===== config.mk =====
export PLATFORM = sky130hd
export DESIGN_NAME = lfsup_device_flat
export DESIGN_NICKNAME = d
export VERILOG_FILES = /design/src/verilog/lfsup_pkg.sv /design/src/verilog/lfsup_link_if.sv /design/src/verilog/lfsup_device.sv /design/src/flat_wrapper.sv
export SDC_FILE = /design/constraint.sdc
export NUM_CORES = 1
export LEC_CHECK = 0
export BUFFER_PORTS_ARGS = -buffer_cell sky130_fd_sc_hd__buf_2
export CAP_MARGIN = 20
export CORE_MARGIN = 3
export CORE_UTILIZATION = 45
export DETAILED_ROUTE_END_ITERATION = 7
export PLACE_DENSITY_LB_ADDON = 0.12
export SYNTH_ARGS = -nofsm -noshare
export SYNTH_HDL_FRONTEND = slang
export SYNTH_SLANG_ARGS = --single-unit

===== constraint.sdc =====
create_clock -name pclk -period 4.4 [get_ports pclk]
set_input_delay 0.88 -clock pclk [delete_from_list [all_inputs] [get_ports pclk]]
set_output_delay 0.88 -clock pclk [all_outputs]
set_load 0.01 [all_outputs]

===== src/verilog/lfsup_pkg.sv =====
// package: codes, commands, states and timing of the lift drive fault supervisor
//
// Functional notes
// - quick-start held over 20 s: abort, 780
// - quick-start during travel: abort, 781
// - release dropped in travel, if masked: 799
// - CAN errors: stop delay, then release check
// - velocity mode heartbeat missing or mistimed: 800
// - position mode: control or encoder heartbeat: 800
// - drive-cycle commands out of order: 820
// - no Disable Operation within timeout: 831
// - no Shutdown while brakes close: 832
// - no Disable Voltage at travel end: 833
// - position mode: encoder info object never written: 840
// - nine-hundred errors cleared only by power-off
// - after-switch-on fault: 905, 60 s, wait-off
// - no chopper-monitor signal at startup: 906
// - feedback unit contact open at switch-on: 908
// - chopper/resistor contact open at switch-on: 910
// - resistor overload 150 % in 120 s: 911
package lfsup_pkg;
    // ******************************
    // timing
    // ******************************
    localparam longint unsigned CLK_HZ      = 64'h0000_0000_0131_2D00;
    localparam longint unsigned QS_TIME_S   = 64'h0000_0000_0000_0014;
    localparam longint unsigned OFF_TIME_S  = 64'h0000_0000_0000_003C;
    localparam longint unsigned OVL_WIN_S   = 64'h0000_0000_0000_0078;
    localparam longint unsigned OVL_PCT     = 64'h0000_0000_0000_0096;
    localparam longint unsigned QS_CYC      = QS_TIME_S * CLK_HZ;
    localparam longint unsigned OFF_CYC     = OFF_TIME_S * CLK_HZ;
    localparam longint unsigned OVL_WIN_CYC = OVL_WIN_S * CLK_HZ;
    localparam logic [31:0]     STOP_DLY_CYC = 32'h0000_0400;
    localparam logic [3:0]      STARTUP_CYC  = 4'h4;
    // ******************************
    // error numbers
    // ******************************
    localparam logic [9:0] E_QS_LONG  = 10'h30C;
    localparam logic [9:0] E_QS_TRAV  = 10'h30D;
    localparam logic [9:0] E_RELEASE  = 10'h31F;
    localparam logic [9:0] E_HB       = 10'h320;
    localparam logic [9:0] E_ORDER    = 10'h334;
    localparam logic [9:0] E_TO_DISOP = 10'h33F;
    localparam logic [9:0] E_TO_SHUT  = 10'h340;
    localparam logic [9:0] E_TO_DISV  = 10'h341;
    localparam logic [9:0] E_ENC_INFO = 10'h348;
    localparam logic [9:0] E_HW_SW    = 10'h389;
    localparam logic [9:0] E_CHOPPER  = 10'h38A;
    localparam logic [9:0] E_FBU      = 10'h38C;
    localparam logic [9:0] E_BRK      = 10'h38E;
    localparam logic [9:0] E_OVERLOAD = 10'h38F;
    // ******************************
    // controller registers
    // ******************************
    localparam logic [7:0] A_CTRL  = 8'h00;
    localparam logic [7:0] A_CMD   = 8'h04;
    localparam logic [7:0] A_HBPER = 8'h08;
    localparam logic [7:0] A_STAT  = 8'h0C;
    localparam logic [7:0] A_ISTAT = 8'h10;
    localparam logic [7:0] A_IMASK = 8'h14;
    localparam logic [31:0] HBPER_RST = 32'h0000_4E20;
    // ******************************
    // types
    // ******************************
    typedef enum logic [2:0] {
        CMD_NONE, CMD_SHUTDOWN, CMD_SWITCH_ON, CMD_ENABLE_OP,
        CMD_DISABLE_OP, CMD_DISABLE_VOLT, CMD_FAULT_RESET, CMD_ENC_INFO
    } lfsup_cmd_t;
    typedef enum logic [3:0] {
        ST_STARTUP, ST_DISABLED, ST_READY, ST_ON, ST_TRAVEL, ST_STOPPING,
        ST_STOP_DELAY, ST_RELEASE_CHECK, ST_FATAL, ST_WAIT_OFF
    } lfsup_state_t;
endpackage


===== src/verilog/lfsup_link_if.sv =====
// interface: link between lift control and drive fault supervisor
`timescale 1ns/10ps
interface lfsup_link_if;
    import lfsup_pkg::*;
    logic         quick_start;
    logic         drive_release_input;
    logic         hb_ctrl;
    logic         cmd_valid;
    lfsup_cmd_t   cmd;
    logic [9:0]   err_code;
    logic         err_new;
    lfsup_state_t state;
    modport dev (input quick_start, drive_release_input, hb_ctrl, cmd_valid, cmd,
                 output err_code, err_new, state);
    modport ctl (output quick_start, drive_release_input, hb_ctrl, cmd_valid, cmd,
                 input err_code, err_new, state);
endinterface


===== src/verilog/lfsup_device.sv =====
// drive end: fault supervisor of the lift frequency inverter
`timescale 1ns/10ps
module lfsup_device import lfsup_pkg::*; #(
    parameter logic [31:0] QS_LIM   = 32'(QS_CYC),
    parameter logic [31:0] OFF_LIM  = 32'(OFF_CYC),
    parameter logic [31:0] OVL_WIN  = 32'(OVL_WIN_CYC),
    parameter logic [31:0] OVL_RATE = 32'(OVL_WIN_CYC / 4)
) (
    // clock and reset
    input  wire logic   pclk,
    input  wire logic   presetn,
    // link to the control
    lfsup_link_if.dev   lk,
    // configuration
    input  wire logic        cfg_qs_en,
    input  wire logic        cfg_mask_799,
    input  wire logic        cfg_pos_mode,
    input  wire logic [31:0] cfg_hb_min,
    input  wire logic [31:0] cfg_hb_max,
    input  wire logic [31:0] cfg_t_cmd,
    // plant pins
    input  wire logic   chopper_monitor_input,
    input  wire logic   fbu_contact,
    input  wire logic   brk_contact,
    input  wire logic   hw_fault,
    input  wire logic   hb_enc,
    input  wire logic   travel_end,
    input  wire logic   brake_load,
    // status
    output logic        drive_off
);
    // ******************************
    // pin synchronisers
    // ******************************
    logic [6:0] s1_ff, s2_ff;
    always_ff @(posedge pclk or negedge presetn) begin
        if (!presetn) begin
            s1_ff <= '0;
            s2_ff <= '0;
        end else begin
            s1_ff <= {chopper_monitor_input, fbu_contact, brk_contact, hw_fault, hb_enc, travel_end, brake_load};
            s2_ff <= s1_ff;
        end
    end
    logic chop_s, fbu_s, brk_s, hwf_s, henc_s, tend_s, bload_s;
    assign {chop_s, fbu_s, brk_s, hwf_s, henc_s, tend_s, bload_s} = s2_ff;
    logic henc_d_ff, tend_d_ff, qs_d_ff, rel_d_ff;
    always_ff @(posedge pclk or negedge presetn) begin
        if (!presetn) begin
            henc_d_ff <= 1'b0;
            tend_d_ff <= 1'b0;
            qs_d_ff   <= 1'b0;
            rel_d_ff  <= 1'b0;
        end else begin
            henc_d_ff <= henc_s;
            tend_d_ff <= tend_s;
            qs_d_ff   <= lk.quick_start;
            rel_d_ff  <= lk.drive_release_input;
        end
    end
    logic henc_p, tend_p;
    assign henc_p = henc_s & ~henc_d_ff;
    assign tend_p = tend_s & ~tend_d_ff;

    // ******************************
    // state and counters
    // ******************************
    lfsup_state_t state_ff, nxt_state;
    logic [31:0] qs_cnt_ff, hbc_cnt_ff, hbe_cnt_ff, cmd_cnt_ff, dly_cnt_ff;
    logic [31:0] win_cnt_ff, ovl_cnt_ff;
    logic [3:0]  su_cnt_ff;
    logic        cmd_wait_ff, enc_info_ff, can_err_ff;
    logic        hb_live, in_fatal, run;
    assign in_fatal = (state_ff == ST_FATAL) || (state_ff == ST_WAIT_OFF);
    assign run      = (state_ff != ST_STARTUP) && !in_fatal;
    assign hb_live  = run && (state_ff != ST_RELEASE_CHECK);

    // ******************************
    // fault detection, worst class first
    // ******************************
    logic       hit, fatal, can;
    logic [9:0] num;
    logic       cv;
    logic       ok_cmd;
    assign cv = lk.cmd_valid;
    always_comb begin
        ok_cmd = 1'b1;
        case (state_ff)
            ST_DISABLED: ok_cmd = lk.cmd == CMD_SHUTDOWN;
            ST_READY:    ok_cmd = lk.cmd == CMD_SWITCH_ON || lk.cmd == CMD_DISABLE_VOLT;
            ST_ON:       ok_cmd = lk.cmd == CMD_ENABLE_OP || lk.cmd == CMD_SHUTDOWN;
            ST_TRAVEL:   ok_cmd = lk.cmd == CMD_DISABLE_OP;
            ST_STOPPING: ok_cmd = lk.cmd == CMD_SHUTDOWN;
            default:     ok_cmd = 1'b1;
        endcase
        if (lk.cmd == CMD_ENC_INFO || lk.cmd == CMD_FAULT_RESET || lk.cmd == CMD_NONE) begin
            ok_cmd = 1'b1;
        end
    end
    always_comb begin
        hit   = 1'b1;
        fatal = 1'b1;
        can   = 1'b0;
        num   = '0;
        if (in_fatal) begin
            hit = 1'b0;
        end else if (state_ff == ST_STARTUP && su_cnt_ff == STARTUP_CYC && !chop_s) begin
            num = E_CHOPPER;
        end else if (state_ff == ST_STARTUP && su_cnt_ff == STARTUP_CYC && !fbu_s) begin
            num = E_FBU;
        end else if (state_ff == ST_STARTUP && su_cnt_ff == STARTUP_CYC && !brk_s) begin
            num = E_BRK;
        end else if (state_ff != ST_STARTUP && hwf_s) begin
            num = E_HW_SW;
        end else if (state_ff != ST_STARTUP && ovl_cnt_ff > 32'(longint'(OVL_RATE) * OVL_PCT / 100)) begin
            num = E_OVERLOAD;
        end else begin
            fatal = 1'b0;
            can   = 1'b1;
            if (hb_live && ((lk.hb_ctrl && hbc_cnt_ff < cfg_hb_min) || hbc_cnt_ff >= cfg_hb_max)) begin
                num = E_HB;
            end else if (hb_live && cfg_pos_mode &&
                         ((henc_p && hbe_cnt_ff < cfg_hb_min) || hbe_cnt_ff >= cfg_hb_max)) begin
                num = E_HB;
            end else if (run && cv && !ok_cmd) begin
                num = E_ORDER;
            end else if (run && cv && lk.cmd == CMD_ENABLE_OP && cfg_pos_mode && !enc_info_ff) begin
                num = E_ENC_INFO;
            end else if (cmd_wait_ff && cmd_cnt_ff >= cfg_t_cmd && state_ff == ST_TRAVEL) begin
                num = E_TO_DISOP;
            end else if (cmd_wait_ff && cmd_cnt_ff >= cfg_t_cmd && state_ff == ST_STOPPING) begin
                num = E_TO_SHUT;
            end else if (cmd_wait_ff && cmd_cnt_ff >= cfg_t_cmd && state_ff == ST_READY) begin
                num = E_TO_DISV;
            end else begin
                can = 1'b0;
                if (run && cfg_qs_en && lk.quick_start && qs_cnt_ff >= QS_LIM) begin
                    num = E_QS_LONG;
                end else if (state_ff == ST_TRAVEL && lk.quick_start && !qs_d_ff) begin
                    num = E_QS_TRAV;
                end else if (state_ff == ST_TRAVEL && cfg_mask_799 && rel_d_ff && !lk.drive_release_input) begin
                    num = E_RELEASE;
                end else begin
                    hit = 1'b0;
                end
            end
        end
    end

    // ******************************
    // drive state machine
    // ******************************
    always_comb begin
        nxt_state = state_ff;
        case (state_ff)
            ST_STARTUP:       if (su_cnt_ff == STARTUP_CYC) nxt_state = ST_DISABLED;
            ST_DISABLED:      if (cv && lk.cmd == CMD_SHUTDOWN) nxt_state = ST_READY;
            ST_READY: begin
                if (cv && lk.cmd == CMD_SWITCH_ON) nxt_state = ST_ON;
                else if (cv && lk.cmd == CMD_DISABLE_VOLT) nxt_state = ST_DISABLED;
            end
            ST_ON: begin
                if (cv && lk.cmd == CMD_ENABLE_OP) nxt_state = ST_TRAVEL;
                else if (cv && lk.cmd == CMD_SHUTDOWN) nxt_state = ST_READY;
            end
            ST_TRAVEL:        if (cv && lk.cmd == CMD_DISABLE_OP) nxt_state = ST_STOPPING;
            ST_STOPPING:      if (cv && lk.cmd == CMD_SHUTDOWN) nxt_state = ST_READY;
            ST_STOP_DELAY: begin
                if (dly_cnt_ff >= STOP_DLY_CYC - 32'h0000_0001)
                    nxt_state = can_err_ff ? ST_RELEASE_CHECK : ST_DISABLED;
            end
            ST_RELEASE_CHECK: if (cv && lk.cmd == CMD_FAULT_RESET) nxt_state = ST_DISABLED;
            ST_FATAL:         if (dly_cnt_ff >= OFF_LIM) nxt_state = ST_WAIT_OFF;
            default:          nxt_state = state_ff;
        endcase
        if (hit) nxt_state = fatal ? ST_FATAL : ST_STOP_DELAY;
    end
    logic [9:0] tag_ff;
    always_ff @(posedge pclk or negedge presetn) begin
        if (!presetn) begin
            state_ff   <= ST_STARTUP;
            can_err_ff <= 1'b0;
            tag_ff     <= '0;
        end else begin
            state_ff <= nxt_state;
            if (hit) begin
                can_err_ff <= can;
                tag_ff     <= num;
            end
        end
    end

    // ******************************
    // timers
    // ******************************
    always_ff @(posedge pclk or negedge presetn) begin
        if (!presetn) begin
            su_cnt_ff  <= '0;
            dly_cnt_ff <= '0;
        end else begin
            if (state_ff == ST_STARTUP) su_cnt_ff <= su_cnt_ff + 4'h1;
            // 905 counts 60 s in fatal; other fatal codes simply stay there
            if (state_ff != nxt_state) dly_cnt_ff <= '0;
            else if (state_ff == ST_STOP_DELAY || (state_ff == ST_FATAL && tag_ff == E_HW_SW))
                dly_cnt_ff <= dly_cnt_ff + 32'h0000_0001;
        end
    end
    always_ff @(posedge pclk or negedge presetn) begin
        if (!presetn) begin
            qs_cnt_ff  <= '0;
            hbc_cnt_ff <= '0;
            hbe_cnt_ff <= '0;
        end else begin
            qs_cnt_ff  <= lk.quick_start ? qs_cnt_ff + {31'h0, qs_cnt_ff != QS_LIM} : '0;
            hbc_cnt_ff <= lk.hb_ctrl ? '0 : hbc_cnt_ff + 32'h0000_0001;
            hbe_cnt_ff <= henc_p ? '0 : hbe_cnt_ff + 32'h0000_0001;
        end
    end
    // command timeout: armed by travel end, disable op and shutdown of the stop phase
    always_ff @(posedge pclk or negedge presetn) begin
        if (!presetn) begin
            cmd_wait_ff <= 1'b0;
            cmd_cnt_ff  <= '0;
            enc_info_ff <= 1'b0;
        end else begin
            if (cv && lk.cmd == CMD_ENC_INFO) enc_info_ff <= 1'b1;
            if (hit || state_ff != nxt_state) begin
                cmd_cnt_ff  <= '0;
                cmd_wait_ff <= !hit && (nxt_state == ST_STOPPING || state_ff == ST_STOPPING);
            end else begin
                if (state_ff == ST_TRAVEL && tend_p) cmd_wait_ff <= 1'b1;
                if (cmd_wait_ff) cmd_cnt_ff <= cmd_cnt_ff + 32'h0000_0001;
            end
        end
    end
    // brake-resistor load over a fixed window; a trip mid-window still counts
    always_ff @(posedge pclk or negedge presetn) begin
        if (!presetn) begin
            win_cnt_ff <= '0;
            ovl_cnt_ff <= '0;
        end else if (win_cnt_ff >= OVL_WIN - 32'h0000_0001) begin
            win_cnt_ff <= '0;
            ovl_cnt_ff <= '0;
        end else begin
            win_cnt_ff <= win_cnt_ff + 32'h0000_0001;
            ovl_cnt_ff <= ovl_cnt_ff + {31'h0, bload_s};
        end
    end

    // ******************************
    // outputs
    // ******************************
    logic [9:0] err_ff;
    logic       new_ff, off_ff;
    always_ff @(posedge pclk or negedge presetn) begin
        if (!presetn) begin
            err_ff <= '0;
            new_ff <= 1'b0;
            off_ff <= 1'b0;
        end else begin
            new_ff <= hit;
            if (hit) err_ff <= num;
            off_ff <= nxt_state == ST_FATAL || nxt_state == ST_WAIT_OFF || nxt_state == ST_STOP_DELAY;
        end
    end
    assign lk.err_code = err_ff;
    assign lk.err_new  = new_ff;
    assign lk.state    = state_ff;
    assign drive_off   = off_ff;
endmodule


===== src/flat_wrapper.sv =====
// flat-port wrapper written by rule: the top's interface ports become plain ports
module lfsup_device_flat import lfsup_pkg::*;
#(
    parameter logic [31:0] QS_LIM   = 32'(QS_CYC),
    parameter logic [31:0] OFF_LIM  = 32'(OFF_CYC),
    parameter logic [31:0] OVL_WIN  = 32'(OVL_WIN_CYC),
    parameter logic [31:0] OVL_RATE = 32'(OVL_WIN_CYC / 4)
)
  (pclk, presetn, cfg_qs_en, cfg_mask_799, cfg_pos_mode, cfg_hb_min, cfg_hb_max, cfg_t_cmd, chopper_monitor_input, fbu_contact, brk_contact, hw_fault, hb_enc, travel_end, brake_load, drive_off, lk_quick_start, lk_drive_release_input, lk_hb_ctrl, lk_cmd_valid, lk_cmd, lk_err_code, lk_err_new, lk_state);
  lfsup_link_if lk_i ();
  input  wire logic pclk;
  input  wire logic presetn;
  input  wire logic cfg_qs_en;
  input  wire logic cfg_mask_799;
  input  wire logic cfg_pos_mode;
  input  wire logic [31:0] cfg_hb_min;
  input  wire logic [31:0] cfg_hb_max;
  input  wire logic [31:0] cfg_t_cmd;
  input  wire logic chopper_monitor_input;
  input  wire logic fbu_contact;
  input  wire logic brk_contact;
  input  wire logic hw_fault;
  input  wire logic hb_enc;
  input  wire logic travel_end;
  input  wire logic brake_load;
  output logic drive_off;
  input wire logic [$bits(lk_i.quick_start)-1:0] lk_quick_start;
  input wire logic [$bits(lk_i.drive_release_input)-1:0] lk_drive_release_input;
  input wire logic [$bits(lk_i.hb_ctrl)-1:0] lk_hb_ctrl;
  input wire logic [$bits(lk_i.cmd_valid)-1:0] lk_cmd_valid;
  input wire logic [$bits(lk_i.cmd)-1:0] lk_cmd;
  output wire logic [$bits(lk_i.err_code)-1:0] lk_err_code;
  output wire logic [$bits(lk_i.err_new)-1:0] lk_err_new;
  output wire logic [$bits(lk_i.state)-1:0] lk_state;
  assign lk_i.quick_start = lk_quick_start;
  assign lk_i.drive_release_input = lk_drive_release_input;
  assign lk_i.hb_ctrl = lk_hb_ctrl;
  assign lk_i.cmd_valid = lk_cmd_valid;
  assign lk_i.cmd = lk_cmd;
  assign lk_err_code = lk_i.err_code;
  assign lk_err_new = lk_i.err_new;
  assign lk_state = lk_i.state;
  lfsup_device #(.QS_LIM(QS_LIM), .OFF_LIM(OFF_LIM), .OVL_WIN(OVL_WIN), .OVL_RATE(OVL_RATE)) u_core (.pclk(pclk), .presetn(presetn), .lk(lk_i), .cfg_qs_en(cfg_qs_en), .cfg_mask_799(cfg_mask_799), .cfg_pos_mode(cfg_pos_mode), .cfg_hb_min(cfg_hb_min), .cfg_hb_max(cfg_hb_max), .cfg_t_cmd(cfg_t_cmd), .chopper_monitor_input(chopper_monitor_input), .fbu_contact(fbu_contact), .brk_contact(brk_contact), .hw_fault(hw_fault), .hb_enc(hb_enc), .travel_end(travel_end), .brake_load(brake_load), .drive_off(drive_off));
endmodule

**Yosys cells after proc, flatten, opt, wreduce, memory -nomap -nowiden**

Cells that the tools add are included.

- Flip-flop bits (word level): 265
- Input port bits: 115
- Output and inout port bits: 16
- Word-level logic and storage cells: 213

- $add $sub $neg: 8
- $lt $le $gt $ge: 10
- Equal/unequal tests: 25
- Mux-type cells: 77
- Bitwise operators: 4
- Reduce and logical (&&, ||, !) cells: 68

Operators by type and width:

| operator | count |
|---|---|
| $mux 32 | 9 |
| $add 32x1->32 const B | 5 |
| $mux 10 | 16 |
| $ge 32x32->1 | 3 |
| $add 32x1->32 | 2 |
| $lt 32x32->1 | 2 |
| $mux 4 | 11 |
| $logic_and 1x1->1 | 40 |
| $mux 1 | 38 |
| $ge 32x10->1 const B | 1 |
| $ge 32x29->1 const B | 1 |
| $ge 32x31->1 const B | 1 |
| $ge 32x32->1 const B | 1 |
| $gt 32x30->1 const B | 1 |
| $ne 32x29->1 const B | 1 |
| $pmux 4 s8 | 1 |
| $eq 4x3->1 const B | 7 |
| $eq 4x4->1 const B | 4 |
| $eq 3x3->1 const B | 4 |
| $logic_or 1x1->1 | 12 |
| $eq 10x10->1 const B | 1 |
| $logic_not 1->1 | 9 |
| $eq 4x2->1 const B | 2 |
| $eq 3x2->1 const B | 2 |
| other kinds (14) | 18 |

**Logic depth before layout (Yosys ltp)**

Gate-level depths: netlist of run 1.

- Depth after elaboration: 26
- Gate-level depth with buffers: 15

**Worst setup path before layout of run 1**

No wires, ideal clock.

- Path kind: in2reg
- Start: input cfg_hb_max[10]
- End: register u_core.tag_ff[8]
- Arrival: 3428 ps
- Data required time: 4276 ps
- Slack: 848 ps
- Stages: 13
- Cells stage by stage: inv_1 ha_1 a21oi_1 nand2_1 a2111oi_0 o21ai_1 o221a_2 nor4b_4 nand4_1 and2_1 clkbuf_1 buf_2 or2_1

- Cells in the longest elaborated chain, start to end: 11
- Elaborated cells on any way between the ends: 22
- Classes of those cells: 2 x order compare; 16 x mux; 4 x reduce/logical

Ends and longest elaborated chain:

| what | line | source |
|---|---|---|
| start, declared | flat_wrapper.sv:17 | `input wire logic [31:0] cfg_hb_max;` |
| $ge 32x32->1 | lfsup_device.sv:123 | `((henc_p && hbe_cnt_ff < cfg_hb_min) \|\| hbe_cnt_ff >= cfg_hb_max)) begin` |
| $logic_or 1x1->1 | lfsup_device.sv:123 |  |
| $logic_and 1x1->1 | lfsup_device.sv:122 | `end else if (hb_live && cfg_pos_mode &&` |
| $mux 10 / $mux 1 (equally long branches) | lfsup_device.sv:122 |  |
| $mux 10 / $mux 1 (equally long branches) | lfsup_device.sv:120 | `if (hb_live && ((lk.hb_ctrl && hbc_cnt_ff < cfg_hb_min) \|\| hbc_cnt_ff >= cfg_hb_max)) begin` |
| $mux 10 / $mux 1 (equally long branches) | lfsup_device.sv:115 | `end else if (state_ff != ST_STARTUP && ovl_cnt_ff > 32'(longint'(OVL_RATE) * OVL_PCT / 100)) begin` |
| $mux 10 / $mux 1 (equally long branches) | lfsup_device.sv:113 | `end else if (state_ff != ST_STARTUP && hwf_s) begin` |
| $mux 10 / $mux 1 (equally long branches) | lfsup_device.sv:111 | `end else if (state_ff == ST_STARTUP && su_cnt_ff == STARTUP_CYC && !brk_s) begin` |
| $mux 10 / $mux 1 (equally long branches) | lfsup_device.sv:109 | `end else if (state_ff == ST_STARTUP && su_cnt_ff == STARTUP_CYC && !fbu_s) begin` |
| $mux 10 / $mux 1 (equally long branches) | lfsup_device.sv:107 | `end else if (state_ff == ST_STARTUP && su_cnt_ff == STARTUP_CYC && !chop_s) begin` |
| $mux 10 / $mux 1 (equally long branches) | lfsup_device.sv:105 | `if (in_fatal) begin` |
| end signal, assigned | lfsup_device.sv:188 | `tag_ff <= num;` |
| end, declared | lfsup_device.sv:178 | `logic [9:0] tag_ff;` |

Parallel ways exist; a longest one is shown, timed or not.
A chain may end at the register's enable or synchronous reset.

**Worst setup path in the final report of run 1**

- Start: register u_core.hbe_cnt_ff[2]
- End: register u_core.cmd_cnt_ff[5]

- Cells in the longest elaborated chain, start to end: 16
- Elaborated cells on any way between the ends: 18
- Classes of those cells: 2 x order compare; 1 x eq/ne; 10 x mux; 5 x reduce/logical

Ends and longest elaborated chain:

| what | line | source |
|---|---|---|
| start, declared | lfsup_device.sv:69 | `logic [31:0] qs_cnt_ff, hbc_cnt_ff, hbe_cnt_ff, cmd_cnt_ff, dly_cnt_ff;` |
| start signal, assigned | lfsup_device.sv:216 | `hbe_cnt_ff <= henc_p ? '0 : hbe_cnt_ff + 32'h0000_0001;` |
| $lt 32x32->1 | lfsup_device.sv:123 |  |
| $logic_and 1x1->1 | lfsup_device.sv:123 |  |
| $logic_or 1x1->1 (*) | lfsup_device.sv:123 |  |
| $logic_and 1x1->1 (*) | lfsup_device.sv:122 |  |
| $mux 1 (*) | lfsup_device.sv:122 |  |
| $mux 1 (*) | lfsup_device.sv:120 |  |
| $mux 1 (*) | lfsup_device.sv:115 |  |
| $mux 1 (*) | lfsup_device.sv:113 |  |
| $mux 1 (*) | lfsup_device.sv:111 |  |
| $mux 1 (*) | lfsup_device.sv:109 |  |
| $mux 1 (*) | lfsup_device.sv:107 |  |
| $mux 1 (*) | lfsup_device.sv:105 |  |
| $mux 4 | lfsup_device.sv:176 | `if (hit) nxt_state = fatal ? ST_FATAL : ST_STOP_DELAY;` |
| $ne 4x4->1 | lfsup_device.sv:227 | `if (hit \|\| state_ff != nxt_state) begin` |
| $logic_or 1x1->1 (*) | lfsup_device.sv:227 |  |
| $mux 32 / $reduce_bool 2->1 (equally long branches) | -- |  |
| end signal, assigned | lfsup_device.sv:232 | `if (cmd_wait_ff) cmd_cnt_ff <= cmd_cnt_ff + 32'h0000_0001;` |
| end, declared | lfsup_device.sv:69 |  |

Every way passes the cells marked *; elsewhere a longest branch is shown, timed or not.

==> results of run 1 <==
[power groups by stage]
stage / Combinational, mW / Clock [mW] / Sequential, mW
2_1_floorplan: 0.523 / 0 / 2.67
3_3_place_gp: 0.803 / 0 / 2.70
3_5_place_dp: 0.817 / 0 / 2.70
4_1_cts: 0.822 / 2.67 / 2.66
5_1_grt: 0.927 / 2.78 / 2.67
6_report: 0.813 / 2.58 / 2.65
[stage by stage]
stage               power, mW  instance area [sq um]  hold WS [ps]
finish                   6.05                  19400           296
floorplan                3.20                  17100           331
CTS                      6.15                  19400           335
detailed placement       3.52                  18400           335
global route             6.38                  19400           361
global placement         3.50                  18400           333
[flip-flops by register name, summed over array words and instances, names as in the netlist, 4 cells and up]
register / count
u_core.win_cnt_ff: 32
u_core.s1_ff: 7
u_core.lk.state: 4
u_core.ovl_cnt_ff: 32
u_core.dly_cnt_ff: 32
u_core.qs_cnt_ff: 32
u_core.tag_ff: 9
u_core.s2_ff: 7
u_core.hbc_cnt_ff: 32
u_core.hbe_cnt_ff: 32
u_core.cmd_cnt_ff: 32
u_core.su_cnt_ff: 4
[layer usage]
layer  routed length [um]  share of wire (%)
met3                 1560                3.8
met4                  906                2.2
met2                18100                 44
met1                20200                 50
met5                   13              0.032
[layout make-up]
type	instances	area (sq um)
Fill cell	3525	17600
Multi-Input combinational cell	1458	9760
Sequential cell	264	6610
Clock buffer	46	901
Timing Repair Buffer	149	853
Tap cell	504	631
Inverter	140	526
Clock inverter	7	124
Antenna cell	3	7.51
[cells in the final DEF, fill, tap and decap left out, types with 30 or more instances in the layout]
cell type,Yosys,routed
ha_1,170,170
nand3_1,108,108
nor3_1,33,33
buf_2,7,129
nor2_1,239,239
o21ai_0,72,72
xnor2_1,91,91
nand4_1,66,66
inv_1,139,139
and3_1,42,42
xor2_1,95,95
dfrtp_1,264,264
a21oi_1,100,100
or3_1,37,37
and2_1,33,32
clkbuf_16,0,30
nand2_1,139,139
[worst paths after layout]
path	from	endpoint
max	u_core.hbe_cnt_ff[2]	u_core.cmd_cnt_ff[5]
min	presetn	u_core.hbc_cnt_ff[7]
max reg2reg	u_core.hbe_cnt_ff[2]	u_core.cmd_cnt_ff[5]
min reg2reg	u_core.s1_ff[0]	u_core.s2_ff[0]
max in group asynchronous	presetn	u_core.ovl_cnt_ff[2]
min in group pclk	u_core.s1_ff[0]	u_core.s2_ff[0]
[kinds of logic (layout without fill, tap and decap cells)]
family | after synthesis | in the layout | share of synthesized area (%)
and+or+nand+nor | 818 | 818 | 24.6
buffers and inverters | 185 | 342 | 4.34
adders and majority gates | 170 | 170 | 12.5
xor gates and xnor gates | 186 | 186 | 9.54
other | 0 | 3 | 0
muxes | 6 | 6 | 0.352
AOI/OAI and AO/OA | 278 | 278 | 10.1
DFF | 264 | 264 | 38.7
[critical path, stage by stage (launching register included)]
cell and delay [ps]:
dfrtp_1 480, ha_1 320, o21a_1 100, nor2_1 40, or4_1 550, a31oi_1 290
o2111ai_1 190, a31oi_2 310, buf_4 200, nand4_1 110, mux2i_1 280, o2111ai_4 160
buf_12 240, nor3_1 220
==> results.md, run 1 <==
* CTS sink count at 264
* Final setup fails at 0
* Net Count, Synth at 2192
* Run status: completed
* Residual DRC at 0
* Final WS setup at 780 ps
* Largest net degree at the start of global routing at 92
* Global Route met2 Usage at 31.8%
* Synth Flop Type: dfrtp_1
* Util after Layout at 52.4%
* Worst vdd ir at 0.333 mV
* Worst Path Arrival at 4090 ps
* Die area at 0.0403 sq mm
* TritonRoute pass-1 iters at 4
* H-tree depth at 1
* RSZ-0062 raised after global routing: false
* Detailed Route WL at 40.9 mm
* Vias per inst at 5.39
* Synthesis-to-finish area growth at 13.6%
* Final Slew Violations at 0
* Synth Instances at 1907
* Vias in the first global route at 13531
* Cell taking the most area after synthesis: dfrtp_1
* FP Rows at 70
* Critical path required time at 4870 ps
* Hpwl dp at 30.2 mm
* Fin nets at 2328
* Post-synth EDFFs at 0
* # hold bufs at CTS at 0
* DR WL/cell at 15.9 um
* Share of layout cells above drive strength 1 at 11.8%
* Post-CTS Repair Setup Buffers at 0
* Max-Cap Viols at 0
* Worst setup EP type: register
* Initial antenna violation count at 4
* CTS root buf: clkbuf_16
* TNS Setup at 0 ps
* Num CTS Buffers at 30
* Syn. warnings at 0
* Worst-Margin Slew at 708 ps
* M1 GR Usage at 29.8%
* Mapped cell area at 0.0171 sq mm
* Post-route clock period utilization at 82.3%
* Area share of the largest cell type after synthesis at 38.7%
* Sequential share of power at 43.9%
* Combinational cell fraction of total power at 13.4%
* CTS resizes at 0
* Worst Hold Class: in -> async
* Initial drt markers at 822
* Setup slack, reg-to-reg at 780 ps
* Final Hold Fails at 0
* DRT antenna net count at 0
* Gpl congestion at 0.878
* P_sw at 1.64 mW
* Worst setup SP type: register
* Internal power at 4.41 mW
* Placeable Area at 0.0370 sq mm
* Port buffer count at 130
* Placed insts at 2515
* Reg clk slew, reported paths at 60 ps
* Sequential share of the synthesized area at 38.7%
* Number of library cell types mapped by synthesis at 81
* Syn Area/Cell at 8.96 sq um
* Tmin final at 3620 ps
* Flip-flop and latch count after synthesis at 264
* Ports at 131
* Total track usage at 20.3%
* Lkg Pwr at 9.29 nW
* Final instance count without filler cells at 2571
* First-pass GRT wire length at 69.3 mm
* Clk Latency, worst-skew pair at 570 ps
* Crit-path max FO at 65
* Place WS at 303 ps
* Deepest clock path buffer count at 3
* Switching Share at 27.1%
* Die H at 201 um
* Clock Skew at 12.9 ps
* Ranking of synthesized cells by area: dfrtp_1 (39%), ha_1 (12%), nor2_1 (5.3%), xor2_1 (4.9%), xnor2_1 (4.7%)
* GRT overflow at 0
* Slew headroom at 52.8%
* Clock network power share at 42.7%
* Initial Utilization at 46.1%
* Die X at 201 um
* Most frequent cell after synthesis: dfrtp_1
* R2R depth at 13
* Async SR Flop Fraction at 100%
* Vias after detailed routing at 13845
* Met3 Use GR at 2.43%
* Power density cells at 312 mW/mm^2
* Type of the worst setup path: reg -> reg
* F_max at 276 MHz
* Post-synth top cells: dfrtp_1 (264), nor2_1 (239), ha_1 (170), inv_1 (139), nand2_1 (139)
* GR peak layer: met2
* CTS tree: built
Note: power is estimated with default switching activity, not from simulation.
==> run 2: changes to the inputs <==
==> constraint.sdc (replaced) <==
create_clock -name pclk -period 3.7 [get_ports pclk]
set_input_delay 0.74 -clock pclk [delete_from_list [all_inputs] [get_ports pclk]]
set_output_delay 0.74 -clock pclk [all_outputs]
set_load 0.01 [all_outputs]
==> run 2 against run 1 <==
  * Register-to-register slack worse by 530 ps
  * Worst hold slack got worse by 130 ps
  * Flip-flop and latch count unchanged
  * Sequential power increased by 18%
  * Sequential share of layout area decreased by 0.82 points
  * Power increased by 26%
  * Clock skew about the same
  * Maximum frequency increased by 4.9%
  * Clock-buffer cell count fell by 5
  * Via count increased by 0.71%
  * Critical path type unchanged
==> results.md, run 2 (synthesis results as in run 1) <==
* Worst Hold Class: in -> async
* Vias per inst at 5.34 (-0.87%)
* Vias after detailed routing at 13943 (+0.71%)
* Share of layout cells above drive strength 1 at 13.8% (+2.1 points)
* Die H at 201 um (unchanged)
* Cell Chain, Critical Path: ha_1 > nand4_1 > or4_1 > a31oi_1 > buf_4 > o2111ai_1 > a31oi_2 > buf_4 > nand4_1 > mux2i_2 > o2111ai_4 > buf_12 > nor3_1
* Die area at 0.0403 sq mm (unchanged)
* Hold Slack at 162 ps (-134 ps)
* Slew headroom at 51.5% (-1.3 points)
* Commonest non-fill, non-tap cell in the layout: dfrtp_1
* Power density cells at 385 mW/mm^2 (+23%)
* Clk Latency, worst-skew pair at 580 ps (about the same)
* Worst R2R Start: u_core.hbe_cnt_ff[10]
* CTS root buf: clkbuf_16
* CP max-delay cell: dfrtp_1
* Worst-Margin Slew at 727 ps (+19.4 ps)
* Max-Cap Viols at 0 (unchanged)
* FP Rows at 70 (unchanged)
* Crit path from: u_core.hbe_cnt_ff[10]
* Fin nets at 2365 (+1.6%)
* Residual DRC at 0 (unchanged)
* Power, Total at 7.65 mW (+26%)
* Die X at 201 um (unchanged)
* DR WL/cell at 15.6 um (-1.7%)
* Run status: completed
* Final Hold Fails at 0 (unchanged)
* Crit-path max FO at 26 (-60%)
* Hpwl dp at 31.0 mm (+2.8%)
* Final Slew Violations at 0 (unchanged)
* Type of the worst setup path: reg -> reg
* Clock Skew at 13.2 ps (+0.247 ps)
* R2R depth at 13 (unchanged)
* Initial drt markers at 749 (-8.9%)
* Vias in the first global route at 14002 (+3.5%)
* CTS tree: built
* F_max at 290 MHz (+4.9%)
* Reg clk slew, reported paths at 60 ps (about the same)
* Initial Utilization at 46.1% (unchanged)
* Worst Path Arrival at 3930 ps (-160 ps)
* Deepest clock path buffer count at 3 (unchanged)
* Initial antenna violation count at 4 (unchanged)
* TritonRoute pass-1 iters at 5 (+1)
* Critical path required time at 4180 ps (-690 ps)
* Worst vdd ir at 0.386 mV (+16%)
* H-tree depth at 1 (unchanged)
* Final setup fails at 0 (unchanged)
* GRT overflow at 0 (unchanged)
* CTS sink count at 264 (unchanged)
* Placeable Area at 0.0370 sq mm (unchanged)
* Tmin final at 3450 ps (-169 ps)
* Ports at 131 (unchanged)
* Worst setup SP type: register
* Worst setup EP type: register
* Detailed Route WL at 40.8 mm (-0.11%)
* Lkg Pwr at 9.56 nW (+2.8%)
* Critical Path Max Stage Delay at 470 ps (-80 ps)
* Synthesis-to-finish area growth at 16.4%
* Total track usage at 20.5% (+0.19 points)
* First-pass GRT wire length at 70.0 mm (+0.93%)
* Largest net degree at the start of global routing at 89 (-3.3%)
* Post-CTS Repair Setup Buffers at 0 (unchanged)
* Num CTS Buffers at 31 (+3.3%)
* DRT antenna net count at 0 (unchanged)
* Commonest cells after routing, fill and taps aside: dfrtp_1 (264), nor2_1 (239), ha_1 (170), inv_1 (139), nand2_1 (139)
* Port buffer count at 130 (unchanged)
* Post-route clock period utilization at 93.3% (+11 points)
* Gpl congestion at 0.884 (+0.74%)
==> run 2: cell types whose count changed in the layout (fill, tap and decap cells not counted), sizes merged <==
cell      previous run  this run
buf                149       185
clkbuf              46        41
bufinv               3         7
clkinvlp             1         4
clkinv               4         6
inv                139       140
==> run 2: final timing paths <==
kind / end / slack (ps)
max: u_core.cmd_cnt_ff[10] / 250
max reg2reg: u_core.cmd_cnt_ff[10] / 250
min in group pclk: u_core.s1_ff[4] / 260
max in group asynchronous: u_core.dly_cnt_ff[5] / 2760
min: u_core.hbc_cnt_ff[0] / 160
min reg2reg: u_core.s2_ff[6] / 350
==> run 2: what timing repair did <==
item / in CTS / in global routing
endpoints found under the setup margin: 0 / 3
hold buffers: 0 / 0
gates resized for setup: 0 / 4
==> run 2: worst max-delay path, delay by kind of cell (launching register included) <==
kind	cells	cell delay, ps
fa+ha+maj	1	340
flops	1	470
simple gates	4	920
compound gates	4	790
buf+inv	3	560
mux	1	270
==> run 2: per-layer routing <==
layer | vias up | global-route usage [%] | routed length, um
li1 | 7015 | - | -
met1 | 6643 | 29.1 | 19700
met2 | 230 | 33.5 | 18600
met3 | 53 | 2.58 | 1740
met4 | 2 | 4.94 | 747
met5 | - | 0 | 11
==> run 2: stage by stage <==
stage	util, %	std cells	setup slack, ps	area (sq um)	TNS [ps]
after floorplan	-	1907	288	17100	0
after global placement	50.4	2551	-94.1	18700	-4400
after detailed placement	50.4	2551	-278	18700	-13820
after CTS	53.6	2609	178	19900	0
after global routing	53.7	2612	-37.2	19900	-73.3
final	53.7	2612	250	19900	0
==> run 2: cell type report <==
type | instances | area (sq um)
clock buffer | 41 | 893
clock inverter | 17 | 289
antenna | 3 | 7.51
fill | 3471 | 17200
timing repair buffer | 185 | 1160
tap | 504 | 631
multi-input combinational | 1458 | 9780
sequential | 264 | 6610
inverter | 140 | 526
==> run 2: power by group <==
part / internal (mW) / total [mW] / switching [mW]
Sequential: 3.01 / 3.14 / 0.133
Combinational: 0.423 / 1.05 / 0.623
Clock: 2.19 / 3.46 / 1.27
